<file path="src/sbc_consts.svh">
// Purpose: Constants for the subtract, return and set-carry instruction group.
// Assumes: 16-bit program words, 4-bit data, 7-bit data memory address.
// Notes: Working registers sit at data memory addresses 0 to 15.
//
// Contract
// RULE1: Return reloads all eleven program counter bits.
// RULE2: Memory subtract loads accumulator, memory untouched.
// RULE3: Immediate subtract loads accumulator from register.
// RULE4: Memory writeback subtract stores accumulator and memory.
// RULE5: Immediate writeback subtract stores accumulator and register.
// RULE6: Set carry forces carry, touches nothing else.
// RULE7: Zero on zero result; carry is borrow.
`ifndef SBC_CONSTS_SVH
`define SBC_CONSTS_SVH

`define OP_RETURN       16'h0200
`define OP_SET_CARRY    16'h5000
`define PFX_SBC_MEM     9'h014
`define PFX_SUBTRACT_WITH_BORROW_WRITEBACK_MEM    9'h016
`define PFX_SBC_IMM     8'h0e
`define PFX_SUBTRACT_WITH_BORROW_WRITEBACK_IMM    8'h0f
`define PFX9_LSB        7
`define PFX8_LSB        8
`define IMM_MSB         7
`define IMM_LSB         4
`define WREG_MSB        3
`define MADDR_MSB       6
`define WREG_BASE       3'h0
`define RST_NIBBLE      4'h0
`define RST_PC          11'h000
`define RST_MADDR       7'h00

`endif

</file>
<file path="src/sbc_pkg.sv">
// Purpose: Shared types for the subtract instruction group.
// Assumes: Constants come from sbc_consts.svh.
// Notes: Types only.
`default_nettype none
package sbc_pkg;
  typedef logic [3:0]  nibble_t;
  typedef logic [6:0]  maddr_t;
  typedef logic [10:0] pc_t;

  typedef struct packed {
    nibble_t diff;
    logic    borrow;
    logic    zero;
  } sub_out_s;

  typedef struct packed {
    logic    we;
    maddr_t  addr;
    nibble_t data;
  } mem_write_s;
endpackage : sbc_pkg
`default_nettype wire

</file>
<file path="src/sbc_exec.sv">
// Purpose: Decode and execute return, subtract with borrow and set carry.
// Assumes: Data memory read is combinational on mem_raddr within the cycle.
// Notes: Each decoded word executes in one cycle; results show at the next edge.
`include "sbc_consts.svh"
`default_nettype none
module sbc_exec
  import sbc_pkg::*;
(
  input  wire logic          ref_clk,
  input  wire logic          rst_n,
  input  wire logic          instr_valid,
  input  wire logic [15:0]   instr_word,
  input  wire pc_t           stack_top,
  input  wire nibble_t       mem_rdata,
  output maddr_t             mem_raddr,
  output mem_write_s         mem_write,
  output logic               pc_load,
  output pc_t                pc_target,
  output nibble_t            accumulator,
  output logic               carry_flag,
  output logic               zero_flag,
  output logic               decoded
);
  wire logic     is_return;
  wire logic     is_sbc_mem;
  wire logic     is_subtract_with_borrow_writeback_mem;
  wire logic     is_sbc_imm;
  wire logic     is_subtract_with_borrow_writeback_imm;
  wire logic     is_set_carry;
  wire logic     is_imm_form;
  wire logic     is_subtract;
  wire logic     is_writeback;
  wire nibble_t  imm_value;
  wire nibble_t  subtrahend;
  sub_out_s      sub_result;

  assign is_return    = instr_valid && (instr_word == `OP_RETURN);
  assign is_set_carry = instr_valid && (instr_word == `OP_SET_CARRY);
  assign is_sbc_mem   = instr_valid && (instr_word[15:`PFX9_LSB] == `PFX_SBC_MEM);
  assign is_subtract_with_borrow_writeback_mem  = instr_valid && (instr_word[15:`PFX9_LSB] == `PFX_SUBTRACT_WITH_BORROW_WRITEBACK_MEM);
  assign is_sbc_imm   = instr_valid && (instr_word[15:`PFX8_LSB] == `PFX_SBC_IMM);
  assign is_subtract_with_borrow_writeback_imm  = instr_valid && (instr_word[15:`PFX8_LSB] == `PFX_SUBTRACT_WITH_BORROW_WRITEBACK_IMM);
  assign is_imm_form  = is_sbc_imm || is_subtract_with_borrow_writeback_imm;
  assign is_subtract  = is_sbc_mem || is_subtract_with_borrow_writeback_mem || is_imm_form;
  assign is_writeback = is_subtract_with_borrow_writeback_mem || is_subtract_with_borrow_writeback_imm;
  assign imm_value    = instr_word[`IMM_MSB:`IMM_LSB];
  assign decoded      = is_return || is_set_carry || is_subtract;

  // Immediate forms read a working register, memory forms a direct address.
  assign mem_raddr  = is_imm_form ? {`WREG_BASE, instr_word[`WREG_MSB:0]}
                                  : instr_word[`MADDR_MSB:0];
  assign subtrahend = is_imm_form ? imm_value : accumulator; // RULE2 RULE3

  sbc_sub_unit u_sub (
    .minuend    (mem_rdata),
    .subtrahend (subtrahend),
    .borrow_in  (carry_flag),
    .result     (sub_result)
  );

  always_ff @(posedge ref_clk) begin
    if (!rst_n) begin
      accumulator <= `RST_NIBBLE;
      carry_flag  <= 1'b0;
      zero_flag   <= 1'b0;
    end else if (is_subtract) begin
      accumulator <= sub_result.diff; // RULE2 RULE3 RULE4 RULE5
      carry_flag  <= sub_result.borrow; // RULE7
      zero_flag   <= sub_result.zero; // RULE7
    end else if (is_set_carry) begin
      carry_flag  <= 1'b1; // RULE6
    end
  end

  always_ff @(posedge ref_clk) begin
    if (!rst_n) begin
      mem_write <= '{we: 1'b0, addr: `RST_MADDR, data: `RST_NIBBLE};
    end else begin
      mem_write.we <= is_writeback; // RULE4 RULE5
      if (is_writeback) begin
        mem_write.addr <= mem_raddr;
        mem_write.data <= sub_result.diff;
      end
    end
  end

  always_ff @(posedge ref_clk) begin
    if (!rst_n) begin
      pc_load   <= 1'b0;
      pc_target <= `RST_PC;
    end else begin
      pc_load <= is_return; // RULE1
      if (is_return) begin
        pc_target <= stack_top; // RULE1
      end
    end
  end

  wire logic [4:0] check_diff;
  assign check_diff = {1'b0, mem_rdata} - {1'b0, subtrahend} - {4'h0, carry_flag};

  a_return_pc_load: assert property (@(posedge ref_clk) disable iff (!rst_n) // RULE1
    is_return |=> pc_load && (pc_target == $past(stack_top)))
    else $error("Return did not load the program counter from the stack.");

  a_no_stray_load: assert property (@(posedge ref_clk) disable iff (!rst_n) // RULE1
    !is_return |=> !pc_load)
    else $error("Program counter load without a return.");

  a_sbc_mem_acc: assert property (@(posedge ref_clk) disable iff (!rst_n) // RULE2
    is_sbc_mem |=> (accumulator == $past(mem_rdata - accumulator - {3'h0, carry_flag}))
                   && !mem_write.we)
    else $error("Memory subtract gave a wrong accumulator or wrote memory.");

  a_sbc_imm_acc: assert property (@(posedge ref_clk) disable iff (!rst_n) // RULE3
    is_sbc_imm |=> (accumulator == $past(mem_rdata - imm_value - {3'h0, carry_flag}))
                   && !mem_write.we)
    else $error("Immediate subtract gave a wrong accumulator.");

  a_subtract_with_borrow_writeback_mem_wb: assert property (@(posedge ref_clk) disable iff (!rst_n) // RULE4
    is_subtract_with_borrow_writeback_mem |=> mem_write.we && (mem_write.data == accumulator)
                    && (mem_write.addr == $past(instr_word[`MADDR_MSB:0])))
    else $error("Memory writeback subtract did not store its result.");

  a_subtract_with_borrow_writeback_imm_wb: assert property (@(posedge ref_clk) disable iff (!rst_n) // RULE5
    is_subtract_with_borrow_writeback_imm |=> mem_write.we && (mem_write.data == accumulator)
                    && (mem_write.addr == {`WREG_BASE, $past(instr_word[`WREG_MSB:0])}))
    else $error("Register writeback subtract did not store its result.");

  a_set_carry_only: assert property (@(posedge ref_clk) disable iff (!rst_n) // RULE6
    is_set_carry |=> carry_flag && $stable(accumulator) && $stable(zero_flag) && !mem_write.we)
    else $error("Set carry changed more than the carry flag.");

  a_sub_flags: assert property (@(posedge ref_clk) disable iff (!rst_n) // RULE7
    is_subtract |=> (zero_flag == (accumulator == `RST_NIBBLE))
                    && (carry_flag == $past(check_diff[4])))
    else $error("Subtract flags do not match the result.");

  a_reset_clear: assert property (@(posedge ref_clk)
    !rst_n |=> (accumulator == `RST_NIBBLE) && !carry_flag && !zero_flag)
    else $error("Reset did not clear the accumulator and flags.");

  a_reset_quiet: assert property (@(posedge ref_clk)
    !rst_n |=> !pc_load && !mem_write.we && (pc_target == `RST_PC))
    else $error("Reset left a load or write pending.");

  a_return_acc_hold: assert property (@(posedge ref_clk) disable iff (!rst_n) // RULE1
    is_return |=> $stable(accumulator) && $stable(carry_flag) && $stable(zero_flag))
    else $error("Return changed the accumulator or flags.");

  a_return_no_write: assert property (@(posedge ref_clk) disable iff (!rst_n) // RULE1
    is_return |=> !mem_write.we)
    else $error("Return wrote data memory.");

  a_pc_load_cause: assert property (@(posedge ref_clk) disable iff (!rst_n) // RULE1
    pc_load |-> $past(is_return))
    else $error("Program counter load without a preceding return.");

  a_pc_target_hold: assert property (@(posedge ref_clk) disable iff (!rst_n) // RULE1
    !is_return |=> $stable(pc_target))
    else $error("Program counter target moved without a return.");

  a_sbc_mem_addr: assert property (@(posedge ref_clk) disable iff (!rst_n) // RULE2
    is_sbc_mem |-> (mem_raddr == instr_word[`MADDR_MSB:0]))
    else $error("Memory subtract read the wrong address.");

  a_sbc_mem_pc: assert property (@(posedge ref_clk) disable iff (!rst_n) // RULE2
    is_sbc_mem |=> !pc_load)
    else $error("Memory subtract loaded the program counter.");

  a_imm_addr: assert property (@(posedge ref_clk) disable iff (!rst_n) // RULE3
    is_imm_form |-> (mem_raddr == {`WREG_BASE, instr_word[`WREG_MSB:0]}))
    else $error("Immediate subtract read the wrong working register.");

  a_sbc_imm_borrow: assert property (@(posedge ref_clk) disable iff (!rst_n) // RULE3
    is_sbc_imm |=> carry_flag == $past({1'b0, mem_rdata} < ({1'b0, imm_value} + {4'h0, carry_flag})))
    else $error("Immediate subtract gave a wrong borrow.");

  a_subtract_with_borrow_writeback_mem_acc: assert property (@(posedge ref_clk) disable iff (!rst_n) // RULE4
    is_subtract_with_borrow_writeback_mem |=> (accumulator == $past(mem_rdata - accumulator - {3'h0, carry_flag})))
    else $error("Memory writeback subtract gave a wrong accumulator.");

  a_subtract_with_borrow_writeback_mem_addr: assert property (@(posedge ref_clk) disable iff (!rst_n) // RULE4
    is_subtract_with_borrow_writeback_mem |-> (mem_raddr == instr_word[`MADDR_MSB:0]))
    else $error("Memory writeback subtract read the wrong address.");

  a_subtract_with_borrow_writeback_imm_acc: assert property (@(posedge ref_clk) disable iff (!rst_n) // RULE5
    is_subtract_with_borrow_writeback_imm |=> (accumulator == $past(mem_rdata - imm_value - {3'h0, carry_flag})))
    else $error("Register writeback subtract gave a wrong accumulator.");

  a_wb_cause: assert property (@(posedge ref_clk) disable iff (!rst_n) // RULE4
    mem_write.we |-> $past(is_writeback))
    else $error("Memory write without a writeback subtract.");

  a_wb_hold: assert property (@(posedge ref_clk) disable iff (!rst_n) // RULE5
    !is_writeback |=> $stable(mem_write.addr) && $stable(mem_write.data))
    else $error("Write address or data moved without a writeback.");

  a_set_carry_pc: assert property (@(posedge ref_clk) disable iff (!rst_n) // RULE6
    is_set_carry |=> !pc_load && $stable(pc_target))
    else $error("Set carry touched the program counter.");

  a_sub_borrow: assert property (@(posedge ref_clk) disable iff (!rst_n) // RULE7
    is_subtract |=> carry_flag == $past({1'b0, mem_rdata} < ({1'b0, subtrahend} + {4'h0, carry_flag})))
    else $error("Subtract borrow does not match the operands.");

  a_sub_zero: assert property (@(posedge ref_clk) disable iff (!rst_n) // RULE7
    is_subtract |=> zero_flag == $past((mem_rdata - subtrahend - {3'h0, carry_flag}) == 4'h0))
    else $error("Subtract zero flag does not match the operands.");

  a_idle_hold: assert property (@(posedge ref_clk) disable iff (!rst_n)
    !decoded |=> $stable(accumulator) && $stable(carry_flag) && $stable(zero_flag))
    else $error("Foreign word changed the accumulator or flags.");

  a_idle_quiet: assert property (@(posedge ref_clk) disable iff (!rst_n)
    !decoded |=> !pc_load && !mem_write.we)
    else $error("Foreign word caused a load or a write.");

  a_decode_onehot: assert property (@(posedge ref_clk) disable iff (!rst_n)
    $onehot0({is_return, is_set_carry, is_sbc_mem, is_subtract_with_borrow_writeback_mem, is_sbc_imm, is_subtract_with_borrow_writeback_imm}))
    else $error("More than one instruction decoded at once.");

  a_decode_valid: assert property (@(posedge ref_clk) disable iff (!rst_n)
    !instr_valid |-> !decoded)
    else $error("Decode reported without a valid word.");
endmodule : sbc_exec
`default_nettype wire

</file>
<file path="src/sbc_sub_unit.sv">
// Purpose: Four-bit subtract with borrow, minuend minus subtrahend minus borrow in.
// Assumes: Pure combinational logic.
// Notes: Borrow out is high when the true difference is negative.
`include "sbc_consts.svh"
`default_nettype none
module sbc_sub_unit
  import sbc_pkg::*;
(
  input  wire nibble_t  minuend,
  input  wire nibble_t  subtrahend,
  input  wire logic     borrow_in,
  output sub_out_s      result
);
  wire logic [4:0] wide_diff;

  assign wide_diff     = {1'b0, minuend} - {1'b0, subtrahend} - {4'h0, borrow_in};
  assign result.diff   = wide_diff[3:0];
  assign result.borrow = wide_diff[4]; // RULE7
  assign result.zero   = (wide_diff[3:0] == `RST_NIBBLE); // RULE7
endmodule : sbc_sub_unit
`default_nettype wire

</file>
<file path="config.mk">
export PLATFORM = sky130hd
export DESIGN_NAME = sbc_exec
export DESIGN_NICKNAME = d
export VERILOG_FILES = /design/src/sbc_pkg.sv /design/src/sbc_exec.sv /design/src/sbc_sub_unit.sv
export VERILOG_INCLUDE_DIRS = /design/src
export SDC_FILE = /design/constraint.sdc
export NUM_CORES = 1
export LEC_CHECK = 0
export BUFFER_PORTS_ARGS = -buffer_cell sky130_fd_sc_hd__buf_2
export CAP_MARGIN = 30
export CORE_MARGIN = 5
export CORE_UTILIZATION = 40
export DETAILED_ROUTE_END_ITERATION = 16
export PLACE_DENSITY = 0.73
export SLEW_MARGIN = 25
export SYNTH_ARGS = -nofsm -noshare
export SYNTH_HDL_FRONTEND = slang
export SYNTH_SLANG_ARGS = --single-unit
</file>
<file path="constraint.sdc">
create_clock -name ref_clk -period 2.9 [get_ports ref_clk]
set_clock_uncertainty 0.05 [all_clocks]
set_input_delay 0.435 -clock ref_clk [delete_from_list [all_inputs] [get_ports ref_clk]]
set_output_delay 0.435 -clock ref_clk [all_outputs]
set_load 0.03 [all_outputs]
</file>
======== Word level (Yosys, flattened, before mapping) ========
Index checks and enable logic that the tools add are counted.
storage, ports and cells
  register bits ........................... 30
operators by class
  add/subtract/negate cells ............... 2
  eq/ne operators ......................... 6
  mux-type cells .......................... 4
  reductions and logical operators ........ 14
operator list
  cell                    number
  $eq A9 B5 Y1 const B    2
  $eq A16 B10 Y1 const B  1
  $eq A16 B15 Y1 const B  1
  $eq A8 B4 Y1 const B    2
  $mux W7                 1
  $logic_and A1 B1 Y1     6
  $logic_or A1 B1 Y1      6
  $sub A4 B4 Y5           1
  $sub A5 B1 Y5           1
  $logic_not A4 Y1        1
  $mux W4                 1
  $mux W1                 2
  $reduce_bool A2 Y1      1

======== Depth between registers and ports, before layout ========
  depth in word-level cells ............... 7
  mapped depth ............................ 10
  mapped depth without buffers ............ 10

======== Modules after synthesis ========
From an unflattened synthesis, not the netlist that was laid out.
second synthesis, totals
  cells, all modules ...................... 173
  area total of the unflattened synthesis .. 1602.8 um2
by module, submodules not included
  module        instances  cells an instance  area each (um2)  sequential area each (um2)
  sbc_exec      1          143                1368.8           600.6
  sbc_sub_unit  1          30                 234.0            0.0

======== Worst setup path before layout ========
Ideal clock, no wire load.
  path type ............................... input to register
  start ................................... in instr_word[14]
  end ..................................... reg zero_flag
  setup time .............................. 58 ps
  arrival time ............................ 2733 ps
  required time ........................... 2792 ps
  path slack .............................. 59 ps
  cell stages on the path ................. 10
  buffers on the path ..................... 0
  path through ............................ and4bb_4 -> nand3_2 -> mux2_2 -> fa_1 -> inv_1 -> ha_1 -> and2_0 -> or3_1 -> a211oi_1 -> a31o_2
between the ends
  cells in the longest elaborated chain, start to end .. 7
  elaborated cells between the ends (all ways) .. 15
  those cells by class .................... add/sub (2); eq/ne (4); mux (1); reduce/logical (8)
RTL lines
  item                                    RTL line                        source
  start: declaration                      sbc_exec.sv:12                  input wire logic [15:0] instr_word,
  $eq A8 B4 Y1 (no line)                  -
  $logic_and A1 B1 Y1 (on tied branches)  sbc_exec.sv:41, sbc_exec.sv:42
  $logic_or A1 B1 Y1                      sbc_exec.sv:43                  assign is_imm_form = is_sbc_imm || is_subtract_with_borrow_writeback_imm;
  $mux W4                                 sbc_exec.sv:52                  assign subtrahend = is_imm_form ? imm_value : accumulator;
  $sub A4 B4 Y5                           -
  $sub A5 B1 Y5                           -
  $logic_not A4 Y1 (no line)              -
  end signal: assignment                  sbc_exec.sv:69                  zero_flag <= sub_result.zero;
  end: declaration                        sbc_exec.sv:21                  output logic zero_flag,
Several ways; a longest one is shown, not always the timed one.
A chain may end at the register's enable or synchronous reset.

==> metrics.log <==
INFO  metric cts_buffers = 5
INFO  metric cts.clk_slew.worst_paths = approximately 0.06 ns
INFO  metric floorplan.initialDensity = around two fifths
INFO  metric pwr_dens = a little over 400 nW/um^2
INFO  metric post-route-util = a little over half
INFO  metric grt_overflow = 0
INFO  metric nNetsFinal = 285
INFO  metric synth_cell_types = 42
INFO  metric synthDominantAreaCellType = dfxtp_1
INFO  metric ys_seq_elements = 30
INFO  metric synth.yosys.seq_area_share = between 30% and 40%
INFO  metric synth_nets = 210
INFO  metric area_growth = 29.0%
INFO  metric initial_antenna_violation_count = 0
INFO  metric detailroute.via_count = about 1400
INFO  metric drive_above_1_share = about 42%
INFO  metric cts.sinks = 30
INFO  metric post-cts-setup-buffers = 0
INFO  metric count_of_warnings_emitted_by_yosys = 0
INFO  metric fp.dieW = 72.5 um
INFO  metric ios = a little over 70
INFO  metric post_drt_via_cell_ratio = around 4.9
INFO  metric floorplan.core_area = 3720 um^2
INFO  metric total_power = between 0.0008 and 0.0009 W
INFO  metric synth_top_area_share = about two fifths
INFO  metric netlist_instances = 170
INFO  metric grt.total_usage = between 15 and 20%
INFO  metric required = around 3.1 ns
INFO  metric postRouteWirelength = 3.98 mm
INFO  metric worst_slew_margin_rel = 51.5%
INFO  metric chipHeight = 72.5 um
INFO  metric die_area = 5250 um^2
INFO  metric critical_path.slowest_cell = fa_1
INFO  metric critPathMaxFanout = 3
INFO  metric setup-violations-final = 0
INFO  metric peakVddDrop = around 0.17 mV
INFO  metric max_clock_freq = about 0.37 GHz
INFO  metric layout.cell_area.non_filler = 2010 um^2
INFO  metric slew_violations = 0
INFO  metric dr.pass1.iters = 4
INFO  metric max-clock-path-buffers = 2
INFO  metric setup_ws = approximately 0.23 ns
INFO  metric first_global_vias = between 1000 and 1500
INFO  metric htree_levels = 2
INFO  metric io_buffers = just over 70
INFO  metric netlist_top_cells_area = dfxtp_1 (38%), nand2_1 (8.7%), mux2i_1 (7.7%)
INFO  metric min_period_over_period = between 90% and 100%
INFO  metric clock_insertion_delay_worst_skew = between 0.2 and 0.3 ns
INFO  metric setup_tns = 0 ns
INFO  metric rsz0062_at_grt = no
INFO  metric status = finished, final reports clean
INFO  metric cellLeakagePower = 0.930 nW
INFO  metric dpl-instance-area = a little under 2000 um^2
INFO  metric arrival = roughly 2.8 ns
INFO  metric class_of_the_tightest_hold_or_removal_check = in2reg
INFO  metric cts_tree = yes
INFO  metric cp_common_cell = fa_1
INFO  metric hold_buffers = 0
INFO  metric cpLargestDelayFamily = adder cells
INFO  metric path_buf_inv = 3
INFO  metric n_antenna_cell = 0
INFO  metric criticalPathCategory = in2reg
INFO  metric ff_latch_area = 601 um^2
INFO  metric cts_root_buffer = clkbuf_8
INFO  metric startpoint_type = input pin
INFO  metric wire_per_inst = about 14 um
INFO  metric grt_max_degree = 45
INFO  metric route.antenna.remaining_nets = 0
INFO  metric crit_chain = buf_2 -> and4bb_4 -> nand3_2 -> mux2_2 -> fa_1 -> inv_1 -> buf_4 -> fa_1 -> nand4b_1 -> a211oi_1 -> a31o_2
INFO  metric preCtsSetupSlack = -0.0289 ns
INFO  metric maxCapViolations = 0
INFO  metric place.detailed.hpwl = around 3.0 mm
INFO  metric multi_input_comb_area = slightly above 800 um^2
INFO  metric syn_area = 1560 um^2
INFO  metric cts_resized = 0
INFO  metric grt_pass1_wl = between 6 and 7 mm
INFO  metric worstMarginPinSlew = roughly 0.73 ns
INFO  metric finalHoldViolations = 0
INFO  metric fp-row-count = 22
INFO  metric drt_iter0_markers = roughly 60
INFO  metric capturing_element_type_of_the_critical_path = flop
INFO  metric cp_slowest_stage_delay = roughly 0.42 ns
INFO  metric final_period_minus_worst_setup_slack = between 2 and 3 ns
INFO  metric synth_area_per_cell = between 9 and 10 um^2
INFO  metric fillers = ~380
INFO  metric routabilityCongestion = approximately 0.84
INFO  metric drc_errors = 0
[layer usage]
| layer | GRT usage [%] | vias up | share of wire (%) |
|---|---|---|---|
| met5 | 0 | - | 0 |
| met4 | 6.56 | 0 | 1.6 |
| met2 | 26.9 | 49 | 50 |
| li1 | - | 730 | - |
| met1 | 18.1 | 650 | 40 |
| met3 | 3.46 | 6 | 8.1 |
[stage by stage]
stage                     hold WS, ns  instances
after floorplan                 0.513        170
after global placement          0.389        286
after detailed placement        0.398        286
after CTS                       0.348        293
after global routing            0.363        293
final                           0.350        293
[registers in the layout, indices dropped and copies added, names as in the netlist]
signal	flops
mem_write	12
zero_flag	1
carry_flag	1
pc_load	1
pc_target	11
accumulator	4
[final cells by class]
type | count | area share [%]
Timing Repair Buffer | 81 | 21.4
Multi-Input combinational cell | 120 | 40.6
Clock buffer | 5 | 3.42
Inverter | 7 | 1.31
Tap cell | 48 | 2.98
Clock inverter | 2 | 0.497
Sequential cell | 30 | 29.8
[placed cells by master, fill, tap and decap left out, drive strengths merged, types with 2 or more instances in the layout]
cell type and count:
o21ai 11, nand3 9, clkinv 2, buf 81, mux2i 12, nor2 6, nand2 36, ha 4
a211oi 5, dfxtp 30, inv 7, nor4 3, clkbuf 5, mux2 3, a21oi 3, and2 4
nand4 5, nand2b 3, fa 2
[synth_stat cells (all sizes together)]
| cell type | count |
|---|---|
| a31o | 1 |
| buf | 9 |
| or2 | 1 |
| nor3b | 1 |
| mux2 | 3 |
| nor3 | 1 |
| and4bb | 1 |
| a211oi | 5 |
| clkbuf | 4 |
| fa | 2 |
| dfxtp | 30 |
| nand2b | 3 |
| or4 | 1 |
| and2 | 4 |
| a21oi | 3 |
| nand2 | 36 |
| mux2i | 12 |
| or3 | 1 |
| xor2 | 1 |
| nor4b | 1 |
| and4 | 1 |
| o21ai | 11 |
| inv | 7 |
| nand3 | 9 |
| xnor2 | 1 |
| nor4 | 3 |
| nand4b | 1 |
| nor2 | 6 |
| o221a | 1 |
| nand4 | 5 |
| ha | 4 |
| and3 | 1 |
[worst min-delay path, stage by stage]
cell     delay (ns)
buf_2          0.10
nand2_1        0.04
mux2i_1        0.05
[logic make-up after synthesis]
kind of cell | Yosys count | synth area share [%]
compound gates | 21 | 8.90
xor+xnor | 2 | 1.12
fa+ha+maj | 6 | 5.77
buf+inv | 20 | 9.14
flops | 30 | 38.5
mux | 15 | 9.86
simple gates | 76 | 26.7
[power by group]
part	total, W	internal (W)	switching [W]	leakage, nW
logic	0.0000924	0.0000381	0.0000543	0.645
clock network	0.000310	0.000161	0.000150	0.0438
registers	0.000413	0.000413	0.000000446	0.242
[worst paths after layout]
check,start,slack (ns),end,depth (start not counted)
max,instr_word[14],0.23,zero_flag$_SDFFE_PN0P_,11
min,stack_top[7],0.35,pc_target[7]$_SDFFE_PN0P_,3
min reg2reg,pc_target[6]$_SDFFE_PN0P_,0.41,pc_target[6]$_SDFFE_PN0P_,2
max reg2reg,accumulator[0]$_SDFFE_PN0P_,0.61,zero_flag$_SDFFE_PN0P_,8
Power figures use the tool's default switching activity.
